$ cat src/rtl/mdc_pkg.sv
// package: constants and types for the serial dac control decode
package mdc_pkg;
	localparam int WORD_BITS = 16;
	localparam int MAIN_BITS = 10;
	localparam int SUB_BITS = 8;
	// word field positions
	localparam int POS_MAIN_SUB = 15;
	localparam int POS_TYPE_LO = 14;
	localparam int POS_TYPE_HI = 13;
	localparam int POS_ADDR_HI = 12;
	localparam int POS_ADDR_LO = 10;
	localparam int POS_BIAS_HI = 9;
	localparam int POS_BIAS_LO = 8;
	localparam int POS_CHAN_STANDBY_N = 4;
	localparam int POS_CLR = 3;
	localparam int POS_CODING = 6;
	localparam int POS_PD = 5;
	localparam int POS_ALL_STANDBY = 4;
	localparam int POS_ALL_SOFT_CLEAR = 3;
	localparam int POS_SUB_LO = 2;
	// reset values
	localparam logic RST_POWER_DOWN_N = 1'h1;
	localparam logic RST_ALL_STANDBY = 1'h1;
	localparam logic RST_CODING = 1'h0;
	localparam logic RST_ALL_CLEAR = 1'h0;
	localparam logic RST_CHAN_CHAN_STANDBY_N_N = 1'h1;
	localparam logic RST_CHAN_CLEAR = 1'h1;
	localparam logic [1:0] RST_BIAS = 2'h0;
	// clear codes
	localparam logic [9:0] CLR_TWOS = 10'h000;
	localparam logic [9:0] CLR_OBIN = 10'h000;
	localparam logic [9:0] MID_TWOS_INFO = 10'h200;
	localparam logic [7:0] SUB_RST = 8'h00;
	localparam logic [4:0] BIT_COUNT_LAST = 5'h10;

	typedef enum logic [1:0] {
		MDC_BIAS_HALF_SUPPLY,
		MDC_BIAS_INTERNAL,
		MDC_BIAS_EXTERNAL,
		MDC_BIAS_UNDEFINED
	} mdc_bias_t;

	typedef struct packed {
		logic power_down_n;
		logic coding_select;
		logic all_standby;
		logic all_soft_clear;
	} mdc_global_t;

	typedef struct packed {
		logic chan_standby_n;
		logic chan_soft_clear;
		logic [1:0] bias_select;
	} mdc_chan_t;

	typedef struct packed {
		logic valid;
		logic [15:0] data;
	} mdc_word_t;
endpackage

$ cat src/rtl/mdc_serial_rx.sv
// serial shift receiver: syncs link pins and assembles 16-bit words
`timescale 1ns/1ps
module mdc_serial_rx (
	// clock and reset
	input wire logic clk_sys,
	input wire logic rst_sync_n,
	input wire logic clk_en,
	// link pins
	input wire logic serial_shift_clock,
	input wire logic frame_sync_n,
	input wire logic serial_data_in,
	// assembled word
	output mdc_pkg::mdc_word_t word_out
);
	import mdc_pkg::*;

	logic [2:0] sck_reg, sck_next;
	logic [2:0] fs_reg, fs_next;
	logic [2:0] sd_reg, sd_next;
	logic [15:0] shift_reg, shift_next;
	logic [4:0] count_reg, count_next;
	mdc_word_t word_reg, word_next;
	logic fall;
	logic frame_on;

	always_comb begin
		sck_next = {sck_reg[1:0], serial_shift_clock};
		fs_next = {fs_reg[1:0], frame_sync_n};
		sd_next = {sd_reg[1:0], serial_data_in};
		// falling edge when the second stage has gone low and the third is still high
		fall = sck_reg[2] & ~sck_reg[1];
		frame_on = ~fs_reg[1];
		shift_next = shift_reg;
		count_next = count_reg;
		word_next = word_reg;
		word_next.valid = 1'b0;
		if (!frame_on) begin
			count_next = 5'h00;
		end else if (fall && count_reg != BIT_COUNT_LAST) begin
			shift_next = {shift_reg[14:0], sd_reg[1]}; // msb first
			count_next = count_reg + 5'h01;
			if (count_reg == BIT_COUNT_LAST - 5'h01) begin
				word_next.valid = 1'b1; // full word only
				word_next.data = {shift_reg[14:0], sd_reg[1]};
			end
		end
	end

	always_ff @(posedge clk_sys or negedge rst_sync_n) begin
		if (!rst_sync_n) begin
			// shift clock idles high, so no false edge after reset
			sck_reg <= 3'h7;
			fs_reg <= 3'h7;
			sd_reg <= 3'h0;
			shift_reg <= 16'h0000;
			count_reg <= 5'h00;
			word_reg <= '0;
		end else if (clk_en) begin
			sck_reg <= sck_next;
			fs_reg <= fs_next;
			sd_reg <= sd_next;
			shift_reg <= shift_next;
			count_reg <= count_next;
			word_reg <= word_next;
		end
	end

	assign word_out = word_reg;

	bit_limit_a: assert property (@(posedge clk_sys) disable iff (!rst_sync_n)
		count_reg <= BIT_COUNT_LAST) else $error("bit count overran");
	cover_word_c: cover property (@(posedge clk_sys) word_reg.valid);
endmodule // mdc_serial_rx

$ cat src/rtl/mdc_decode.sv
// top: decodes serial words into global, channel and dac registers
// Contract
// - power_down_n written 0 puts reference and all dacs in low power
// - power_down_n 1 restores operation; registers keep contents throughout
// - coding_select sets coding for all dacs: 0 twos, 1 offset binary
// - all_standby 1 puts every dac in standby, reference stays up
// - all_standby 0 takes all dacs out of standby
// - all_soft_clear 1 clears main data and dac registers of all channels
// - clear value is midscale in twos, bottom code in offset binary
// - global clear leaves sub dac data untouched
// - three address bits pick channel; quad ignores the top bit
// - chan_standby_n 0 puts only addressed dac in standby
// - chan_standby_n 1 returns addressed dac to normal
// - chan_soft_clear clears only addressed main dac, sub untouched
// - bias_select: 00 half supply, 01 internal, 10 external, 11 undefined
// - data word bit 15: 1 sub data, 0 main data
// - sub data is 8 bits, two low word bits ignored
// - sub code uses same coding as main dac
// - word type bits route to global, channel or data registers
// - bits shift in msb first on falling serial clock while frame low
// - load_outputs_n falling edge loads all dac registers from data registers
// - power up in standby with documented defaults
`timescale 1ns/1ps
module mdc_decode #(
	parameter int CHANNELS = 8
) (
	// clock and reset
	input wire logic clk_sys,
	input wire logic rst_n,
	input wire logic clk_en,
	// serial link
	input wire logic serial_shift_clock,
	input wire logic frame_sync_n,
	input wire logic serial_data_in,
	input wire logic load_outputs_n,
	// global state
	output mdc_pkg::mdc_global_t global_out,
	output logic ref_powered,
	// per channel state
	output mdc_pkg::mdc_chan_t [CHANNELS-1:0] chan_out,
	output logic [CHANNELS-1:0] chan_active,
	output logic [CHANNELS*10-1:0] main_dac_out,
	output logic [CHANNELS*8-1:0] sub_dac_out
);
	import mdc_pkg::*;

	localparam int AW = (CHANNELS > 4) ? 3 : 2;

	logic [1:0] rst_sync;
	logic rst_sync_n;
	mdc_word_t word;
	logic [2:0] ld_reg, ld_next;

	mdc_global_t glob_reg, glob_next;
	mdc_chan_t [CHANNELS-1:0] chan_reg, chan_next;
	logic [9:0] main_data_reg [CHANNELS], main_data_next [CHANNELS];
	logic [7:0] sub_data_reg [CHANNELS], sub_data_next [CHANNELS];
	logic [9:0] main_dac_reg [CHANNELS], main_dac_next [CHANNELS];
	logic [7:0] sub_dac_reg [CHANNELS], sub_dac_next [CHANNELS];
	logic [CHANNELS-1:0] act_reg, act_next;
	logic ref_reg, ref_next;
	logic [AW-1:0] addr;
	logic [9:0] clear_code;
	logic load_fall;

	always_ff @(posedge clk_sys or negedge rst_n) begin
		if (!rst_n) begin
			rst_sync <= 2'h0;
		end else begin
			rst_sync <= {rst_sync[0], 1'b1};
		end
	end
	assign rst_sync_n = rst_sync[1];

	mdc_serial_rx u_rx (
		.clk_sys(clk_sys),
		.rst_sync_n(rst_sync_n),
		.clk_en(clk_en),
		.serial_shift_clock(serial_shift_clock),
		.frame_sync_n(frame_sync_n),
		.serial_data_in(serial_data_in),
		.word_out(word)
	);

	always_comb begin
		ld_next = {ld_reg[1:0], load_outputs_n};
		load_fall = ld_reg[2] & ~ld_reg[1];
		// quad part ignores the top address bit
		addr = word.data[POS_ADDR_LO +: AW];
		// twos complement midscale is code zero, offset binary bottom is zero too
		clear_code = glob_reg.coding_select ? CLR_OBIN : CLR_TWOS;
		glob_next = glob_reg;
		chan_next = chan_reg;
		main_data_next = main_data_reg;
		sub_data_next = sub_data_reg;
		main_dac_next = main_dac_reg;
		sub_dac_next = sub_dac_reg;
		if (word.valid) begin
			if (!word.data[POS_TYPE_HI] && !word.data[POS_TYPE_LO]) begin
				// global word, address ignored
				glob_next.power_down_n = word.data[POS_PD];
				glob_next.coding_select = word.data[POS_CODING];
				glob_next.all_standby = word.data[POS_ALL_STANDBY];
				glob_next.all_soft_clear = word.data[POS_ALL_SOFT_CLEAR];
			end else if (!word.data[POS_TYPE_HI]) begin
				chan_next[addr].chan_standby_n = word.data[POS_CHAN_STANDBY_N];
				chan_next[addr].chan_soft_clear = word.data[POS_CLR];
				chan_next[addr].bias_select =
					word.data[POS_BIAS_HI:POS_BIAS_LO];
			end else if (word.data[POS_MAIN_SUB]) begin
				sub_data_next[addr] = word.data[POS_SUB_LO +: SUB_BITS];
			end else begin
				main_data_next[addr] = word.data[MAIN_BITS-1:0];
			end
		end
		for (int i = 0; i < CHANNELS; i++) begin
			if (load_fall) begin
				main_dac_next[i] = main_data_next[i];
				sub_dac_next[i] = sub_data_next[i];
				if (chan_reg[i].chan_soft_clear) begin
					// channel clear applied by the load strobe
					main_dac_next[i] = clear_code;
				end
			end
			if (glob_next.all_soft_clear) begin
				// sub data left alone
				main_data_next[i] = clear_code;
				main_dac_next[i] = clear_code;
			end
			act_next[i] = glob_reg.power_down_n & ~glob_reg.all_standby
				& chan_reg[i].chan_standby_n;
		end
		ref_next = glob_reg.power_down_n;
	end

	always_ff @(posedge clk_sys or negedge rst_sync_n) begin
		if (!rst_sync_n) begin
			ld_reg <= 3'h7;
			glob_reg <= '{RST_POWER_DOWN_N, RST_CODING, RST_ALL_STANDBY,
				RST_ALL_CLEAR};
			for (int i = 0; i < CHANNELS; i++) begin
				chan_reg[i] <= '{RST_CHAN_CHAN_STANDBY_N_N, RST_CHAN_CLEAR, RST_BIAS};
				main_data_reg[i] <= CLR_TWOS;
				sub_data_reg[i] <= SUB_RST;
				main_dac_reg[i] <= CLR_TWOS;
				sub_dac_reg[i] <= SUB_RST;
			end
			act_reg <= '0;
			ref_reg <= 1'b0;
		end else if (clk_en) begin
			ld_reg <= ld_next;
			glob_reg <= glob_next;
			chan_reg <= chan_next;
			main_data_reg <= main_data_next;
			sub_data_reg <= sub_data_next;
			main_dac_reg <= main_dac_next;
			sub_dac_reg <= sub_dac_next;
			act_reg <= act_next;
			ref_reg <= ref_next;
		end
	end

	always_comb begin
		global_out = glob_reg;
		chan_out = chan_reg;
		chan_active = act_reg;
		ref_powered = ref_reg;
		for (int i = 0; i < CHANNELS; i++) begin
			main_dac_out[i*10 +: 10] = main_dac_reg[i];
			sub_dac_out[i*8 +: 8] = sub_dac_reg[i];
		end
	end

	standby_all_a: assert property (@(posedge clk_sys) disable iff (!rst_sync_n)
		clk_en && glob_reg.all_standby |=> act_reg == '0)
		else $error("dac active during all standby");
	pd_ref_a: assert property (@(posedge clk_sys) disable iff (!rst_sync_n)
		clk_en && !glob_reg.power_down_n |=> !ref_reg)
		else $error("reference on in power down");
	all_soft_clear_sub_a: assert property (@(posedge clk_sys) disable iff (!rst_sync_n)
		clk_en && glob_reg.all_soft_clear && !load_fall && !word.valid
		|=> $stable(sub_data_reg[0]))
		else $error("sub data changed on clear");
	all_soft_clear_main_a: assert property (@(posedge clk_sys) disable iff (!rst_sync_n)
		clk_en && glob_next.all_soft_clear |=> main_dac_reg[0] == $past(clear_code))
		else $error("main not cleared");
	load_copy_a: assert property (@(posedge clk_sys) disable iff (!rst_sync_n)
		clk_en && load_fall && !glob_next.all_soft_clear && !chan_reg[0].chan_soft_clear
		|=> main_dac_reg[0] == main_data_reg[0])
		else $error("load did not copy data");
	gw_keep_chan_a: assert property (@(posedge clk_sys) disable iff (!rst_sync_n)
		clk_en && word.valid && word.data[POS_TYPE_HI] |=> $stable(chan_reg))
		else $error("data word touched channel control");
	chan_standby_n_act_a: assert property (@(posedge clk_sys) disable iff (!rst_sync_n)
		clk_en && !chan_reg[0].chan_standby_n |=> !act_reg[0])
		else $error("standby channel active");
	main_wr_a: assert property (@(posedge clk_sys) disable iff (!rst_sync_n)
		clk_en && word.valid && word.data[POS_TYPE_HI] && !word.data[POS_MAIN_SUB]
		&& addr == '0 && !glob_next.all_soft_clear
		|=> main_data_reg[0] == $past(word.data[9:0]))
		else $error("main data not written");
	cover_glob_c: cover property (@(posedge clk_sys) word.valid && word.data[15:13] == 3'h0);
	cover_load_c: cover property (@(posedge clk_sys) load_fall);
	cover_sub_c: cover property (@(posedge clk_sys) word.valid && word.data[15]
		&& word.data[13]);
endmodule // mdc_decode

$ cat config.mk
export PLATFORM = sky130hd
export DESIGN_NAME = mdc_decode
export DESIGN_NICKNAME = d
export VERILOG_FILES = /design/src/rtl/mdc_pkg.sv /design/src/rtl/mdc_serial_rx.sv /design/src/rtl/mdc_decode.sv
export SDC_FILE = /design/constraint.sdc
export NUM_CORES = 1
export LEC_CHECK = 0
export BUFFER_PORTS_ARGS = -buffer_cell sky130_fd_sc_hd__buf_2
export CELL_PAD_IN_SITES_DETAIL_PLACEMENT = 1
export CELL_PAD_IN_SITES_GLOBAL_PLACEMENT = 2
export CORE_UTILIZATION = 30
export DETAILED_ROUTE_END_ITERATION = 8
export PLACE_DENSITY = 0.6
export SLEW_MARGIN = 10
export SYNTH_ARGS = -nofsm -noshare
export SYNTH_HDL_FRONTEND = slang
export SYNTH_SLANG_ARGS = --single-unit
$ cat constraint.sdc
create_clock -name clk_sys -period 16.25 [get_ports clk_sys]
set_input_delay 0.8125 -clock clk_sys [delete_from_list [all_inputs] [get_ports clk_sys]]
set_output_delay 0.8125 -clock clk_sys [all_outputs]
set_load 0.02 [all_outputs]
### Yosys cells after proc, flatten, opt, wreduce, memory -nomap -nowiden

Index checks and enable logic that the tools add are counted.

* register bits after elaboration: 382
* bits of input ports: 7
* logic and storage cells: 173

* $add $sub $neg: 1
* magnitude comparators: 4
* eq/ne operators: 2
* multiplexer cells: 62
* bitwise operators: 18
* reduce and logical (&&, ||, !) cells: 15

Operators by type and width (number)
* $mux 10: 33
* $mux 80: 4
* $mux 64: 4
* $bwmux 32: 3
* $bwmux 80: 1
* $bwmux 64: 1
* $mux 17: 3
* $demux 4 s3: 3
* $demux 10 s3: 1
* $demux 8 s3: 1
* $and 1x1->1: 11
* $mux 5: 2
* $mux 8: 1
* $reduce_and 4->1: 2
* $not 1->1: 6
* $reduce_and 2->1: 3
* $reduce_and 3->1: 2
* $add 5x1->5 const B: 1
* $eq 5x4->1 const B: 1
* $ne 5x5->1 const B: 1
* $ge 4x4->1 const B: 1
* $logic_and 1x1->1: 4
* $lt 3x4->1 const B: 1
* $lt 4x1->1 const B: 1
* other kinds (8): 11

### Longest topological paths before layout

* depth after elaboration: 13
* depth in mapped cells: 7

### Hierarchy

A second synthesis with hierarchy kept.

* cell total of the unflattened synthesis: 1199
* area, all modules: 16149.2 um^2

By module, submodules not included
* mdc_decode: instances 1, cells an instance 1076, area each 14268.7 um^2, seq. area each 8484.4 um^2
* mdc_serial_rx: instances 1, cells an instance 123, area each 1880.6 um^2, seq. area each 1107.3 um^2

### Worst setup path after synthesis

OpenSTA, ideal clock, no wires.

* path kind: input to register
* start: in clk_en
* end: reg sub_data_reg[0] (netlist name)
* setup time: 0.125 ns
* data arrival time: 2.074 ns
* slack: 14.052 ns
* stages: 4
* path buffers: 1
* cell sequence: clkbuf_1 > nand4_1 > nor2_1 > mux2_2

RTL lines
* start: declaration: line mdc_decode.sv:30 `input wire logic clk_en,`
* end signal: assignment: line mdc_decode.sv:155 `sub_data_reg <= sub_data_next;`
* end: declaration: line mdc_decode.sv:57 `logic [7:0] sub_data_reg [CHANNELS], sub_data_next [CHANNELS];`

### Final worst setup path

* start: reg u_rx.word_reg (netlist bit u_rx.word_out[10])
* end: reg main_data_reg[23] (netlist name)

* cells in the longest elaborated chain, start to end: 11
* elaborated cells between the ends (all ways): 12
* those cells by class: order compare: 2; mux: 8; bitwise: 1; reduce/logical: 1

Ends and longest elaborated chain
* start: declaration: line mdc_serial_rx.sv:22 `mdc_word_t word_reg, word_next;`
* start signal: assignment: line mdc_serial_rx.sv:64 `word_reg <= word_next;`
* $not 3->4 (not written as such) *: line mdc_decode.sv:113 `main_data_next[addr] = word.data[MAIN_BITS-1:0];`
* $ge 4x4->1 (not written as such) / $lt 4x1->1 (equally long branches): line mdc_decode.sv:113
* $logic_and 1x1->1 (not written as such): line mdc_decode.sv:113
* $mux 10 (not written as such): line mdc_decode.sv:113
* $demux 10 s3 *: line mdc_decode.sv:113
* $bwmux 80 *: line mdc_decode.sv:113
* $mux 80 *: line mdc_decode.sv:110 `end else if (word.data[POS_MAIN_SUB]) begin`
* $mux 80 *: line mdc_decode.sv:105 `end else if (!word.data[POS_TYPE_HI]) begin`
* $mux 80 *: line mdc_decode.sv:99 `if (!word.data[POS_TYPE_HI] && !word.data[POS_TYPE_LO]) begin`
* $mux 80 *: line mdc_decode.sv:98 `if (word.valid) begin`
* $mux 10 *: line mdc_decode.sv:125 `if (glob_next.all_soft_clear) begin`
* end signal: assignment: line mdc_decode.sv:154 `main_data_reg <= main_data_next;`
* end: declaration: line mdc_decode.sv:56 `logic [9:0] main_data_reg [CHANNELS], main_data_next [CHANNELS];`

Every way passes the cells marked *; elsewhere a longest branch is shown, timed or not.
A chain may end at the register's enable or synchronous reset.

==> summary.md <==
| Metric | Value |
|---|---|
| Top-area cell type share of the netlist area | 56.4% |
| Placed wire-length estimate | 31.4 mm |
| Synthesized cell area | 15800 µm² |
| Number of cell rows | 83 |
| Final setup fails | 0 |
| Seq cells post-synth | 382 |
| Max clock buf depth | 3 |
| Max cap viols | 0 |
| Gr usage total | 18.6% |
| Initial antenna violation count | 3 |
| Global route overflow | 0 |
| Synth Area in XOR/XNOR | 0.0554% |
| Clk root buf | clkbuf_16 |
| Worst slew pin tran | 1.23 ns |
| Status | complete, no violations |
| Cell count after synthesis | 1193 |
| CTS Buf Count | 45 |
| RR Endpoint | main_data_reg[23] |
| Slowest-stage cell, CP | nor3_2 |
| Mux cell area share after synthesis | 19.3% |
| Worst Path Arrival | 3.52 ns |
| CP required | 16.74 ns |
| Leading area contributor after synthesis | dfrtp_1 |
| Crit path cell chain | nand2_1 > nor3_2 > nand2_1 > o2bb2ai_1 |
| R2R cell count | 4 |
| Syn Area/Cell | 13.2 µm² |
| Largest stage delay, worst path | 1.02 ns |
| Setup tns final | 0 ns |
| I/O pin cnt | 196 |
| Routed len/inst | 23.5 µm |
| Initial DRC Count | 494 |
| Synth-to-Final Area Change | 19.8% |
| Largest vdd supply drop | 0.0000624 V |
| Worst Path Max Fanout | 16 |
| Post-synth EDFFs | 0 |
| Die W | 232 µm |
| Global-route wire length before repair | 75.1 mm |
| # port buffers | 195 |
| Synth Area in Compound Gates | 12.1% |
| Critical Path Most Common Cell | nand2_1 |
| ANT cells | 0 |
| Power Density | 109 nW/µm² |
| WL final | 49.0 mm |
| Syn nets | 1203 |
| Minimum clock period | 3.03 ns |
| Upper clock frequency limit | 330 MHz |
| Synth async-reset ratio | 100% |
| Largest family of logic cells by synthesized area | multiplexers |
| Register area share after synthesis | 60.7% |
| Fin. max-slew vios | 0 |
| Part of the cycle the worst path needs | 18.6% |
| Clk slew on worst S/H paths | 0.06 ns |
| Post-Place Cells | 2005 |
| Synth area leaders | dfrtp_1, mux2_2, mux2i_1 |
| RSZ-0062 raised after global routing | no |
| Initial Utilization | 30.6% |
| Antenna violation net count after detailed routing | 0 |
| H-tree depth | 2 |
| Leak | 0.00897 µW |
| Synth Area in Simple Gates | 4.91% |
| Layout Cells excl Fill | 2088 |
| Ys flop type | dfrtp_1 |
| RR Startpoint | u_rx.word_out[10] |
| Worst-Skew Late Latency | 0.58 ns |
| Layout cells sized above 1 | 33.3% |
| Yosys warns | 0 |
| Via count | 10400 |
| Hold Vio Cnt, Final | 0 |
| FF-to-FF setup slack | 13.22 ns |
| Die Y | 232 µm |
| Residual DRC | 0 |
| Startpoint types | flop |
| Yosys cell types | 42 |
| Synth Area in Adders | 0.238% |
| Die ar. | 53600 µm² |
| Post-DR vias/cell | 4.98 |
| Clock Skew | 0.0277 ns |
| Most frequent cells in the layout | dfrtp_1, buf_2, o2bb2ai_1, mux2i_1, mux2_2 |
| DRT Pass-1 Iters | 4 |
| CTS tree | yes |
| Post-CTS sizing | 0 |
| HP Class | flop to asynchronous set/reset pin |
| Core area | 51700 µm² |
| CP Class | flop to flop |
| Largest net degree at the start of global routing | 118 |
| Commonest non-fill, non-tap cell in the layout | dfrtp_1 |
| Slew HR | 17.7% |
| Clk sinks | 382 |
| Setup crit end kind | flop |
| Vias in the first global route | 11300 |
| Final net count | 1383 |
| Final GP Congestion | 0.735 |
==> logic make-up (layout without fill, tap and decap cells) <==
kind of cell,Yosys count,after routing
AO/OA/AOI/OAI,251,251
buffers and inverters,99,314
multiplexers,287,287
flip-flops,382,382
adder cells (fa/ha/maj),3,3
other,1,1
XOR/XNOR,1,1
AND/OR/NAND/NOR,169,169
==> what timing repair did <==
| action | 4_1_cts | 5_1_grt |
|---|---|---|
| hold endpoints to repair | 2 | 0 |
| buffers inserted | 0 | 0 |
| hold buffers | 1 | 0 |
==> worst max path at each step <==
| stage | start | endpoint | slack [ns] | cells after the start |
|---|---|---|---|---|
| final | u_rx.word_out[10] | main_data_reg[23] | 13.22 | 4 |
| after CTS | u_rx.word_out[10] | main_data_reg[23] | 13.23 | 4 |
| after global placement | clk_en | main_dac_out[63] | 12.84 | 6 |
| after global routing | u_rx.word_out[10] | main_data_reg[23] | 13.00 | 4 |
| after detailed placement | clk_en | main_dac_out[64] | 12.73 | 6 |
| after floorplan | rst_sync[1] | chan_active[0] | 4.86 | 0 |
==> cell usage after synthesis, types with 2 or more instances <==
cell type,instances
a22o_1,3
nand2_1,105
buf_2,15
mux2_2,141
nor2_1,13
o21ai_2,9
buf_6,2
ha_1,3
or3_1,9
dfrtp_1,356
inv_1,15
nand3_1,6
o22ai_1,9
nor3b_1,3
and3_1,2
nor3_2,2
nand3b_1,3
mux2i_1,145
o21ai_0,67
dfstp_2,26
buf_1,21
nand2b_1,6
o2bb2ai_1,160
nand4b_1,2
buf_4,2
nor3_1,9
clkbuf_1,44
==> power by group <==
group | switching, µW | internal, µW
clock network | 406 | 587
logic | 64.2 | 19.0
registers | 12.0 | 966
==> stage by stage <==
step                utilization (%)  hold slack [ns]  cell area [µm²]  setup WS (ns)  power (µW)
floorplan                         -            0.331            15800           4.86        1050
global placement               33.8            0.338            17500          12.84        1080
detailed placement             33.8            0.341            17500          12.73        1080
CTS                            36.6            0.354            18900          13.23        2090
global route                   36.6            0.357            18900          13.00        2130
finish                         36.6            0.342            18900          13.22        2050
==> critical path: cells and delay by family, from the launching register on <==
family	cells	cell delay (ns)
AOI/OAI and AO/OA	1	0.29
DFF	1	0.71
and+or+nand+nor	3	1.93
==> area by class of cell <==
class,count,area [µm²]
fill,5541,32800
timing repair buffer,217,1140
inverter,15,56.3
clock buffer,72,1320
sequential,382,9600
multi-input combinational,712,5840
tap,680,851
clock inverter,10,126
==> per-layer routing <==
layer	GRT usage, %	vias up	part of all wire (%)
li1	-	4715	-
met5	0	-	0
met1	26.4	5411	47
met2	29.2	212	47
met4	5.07	0	2.1
met3	3.21	62	4.3
Power figures use the tool's default switching activity.
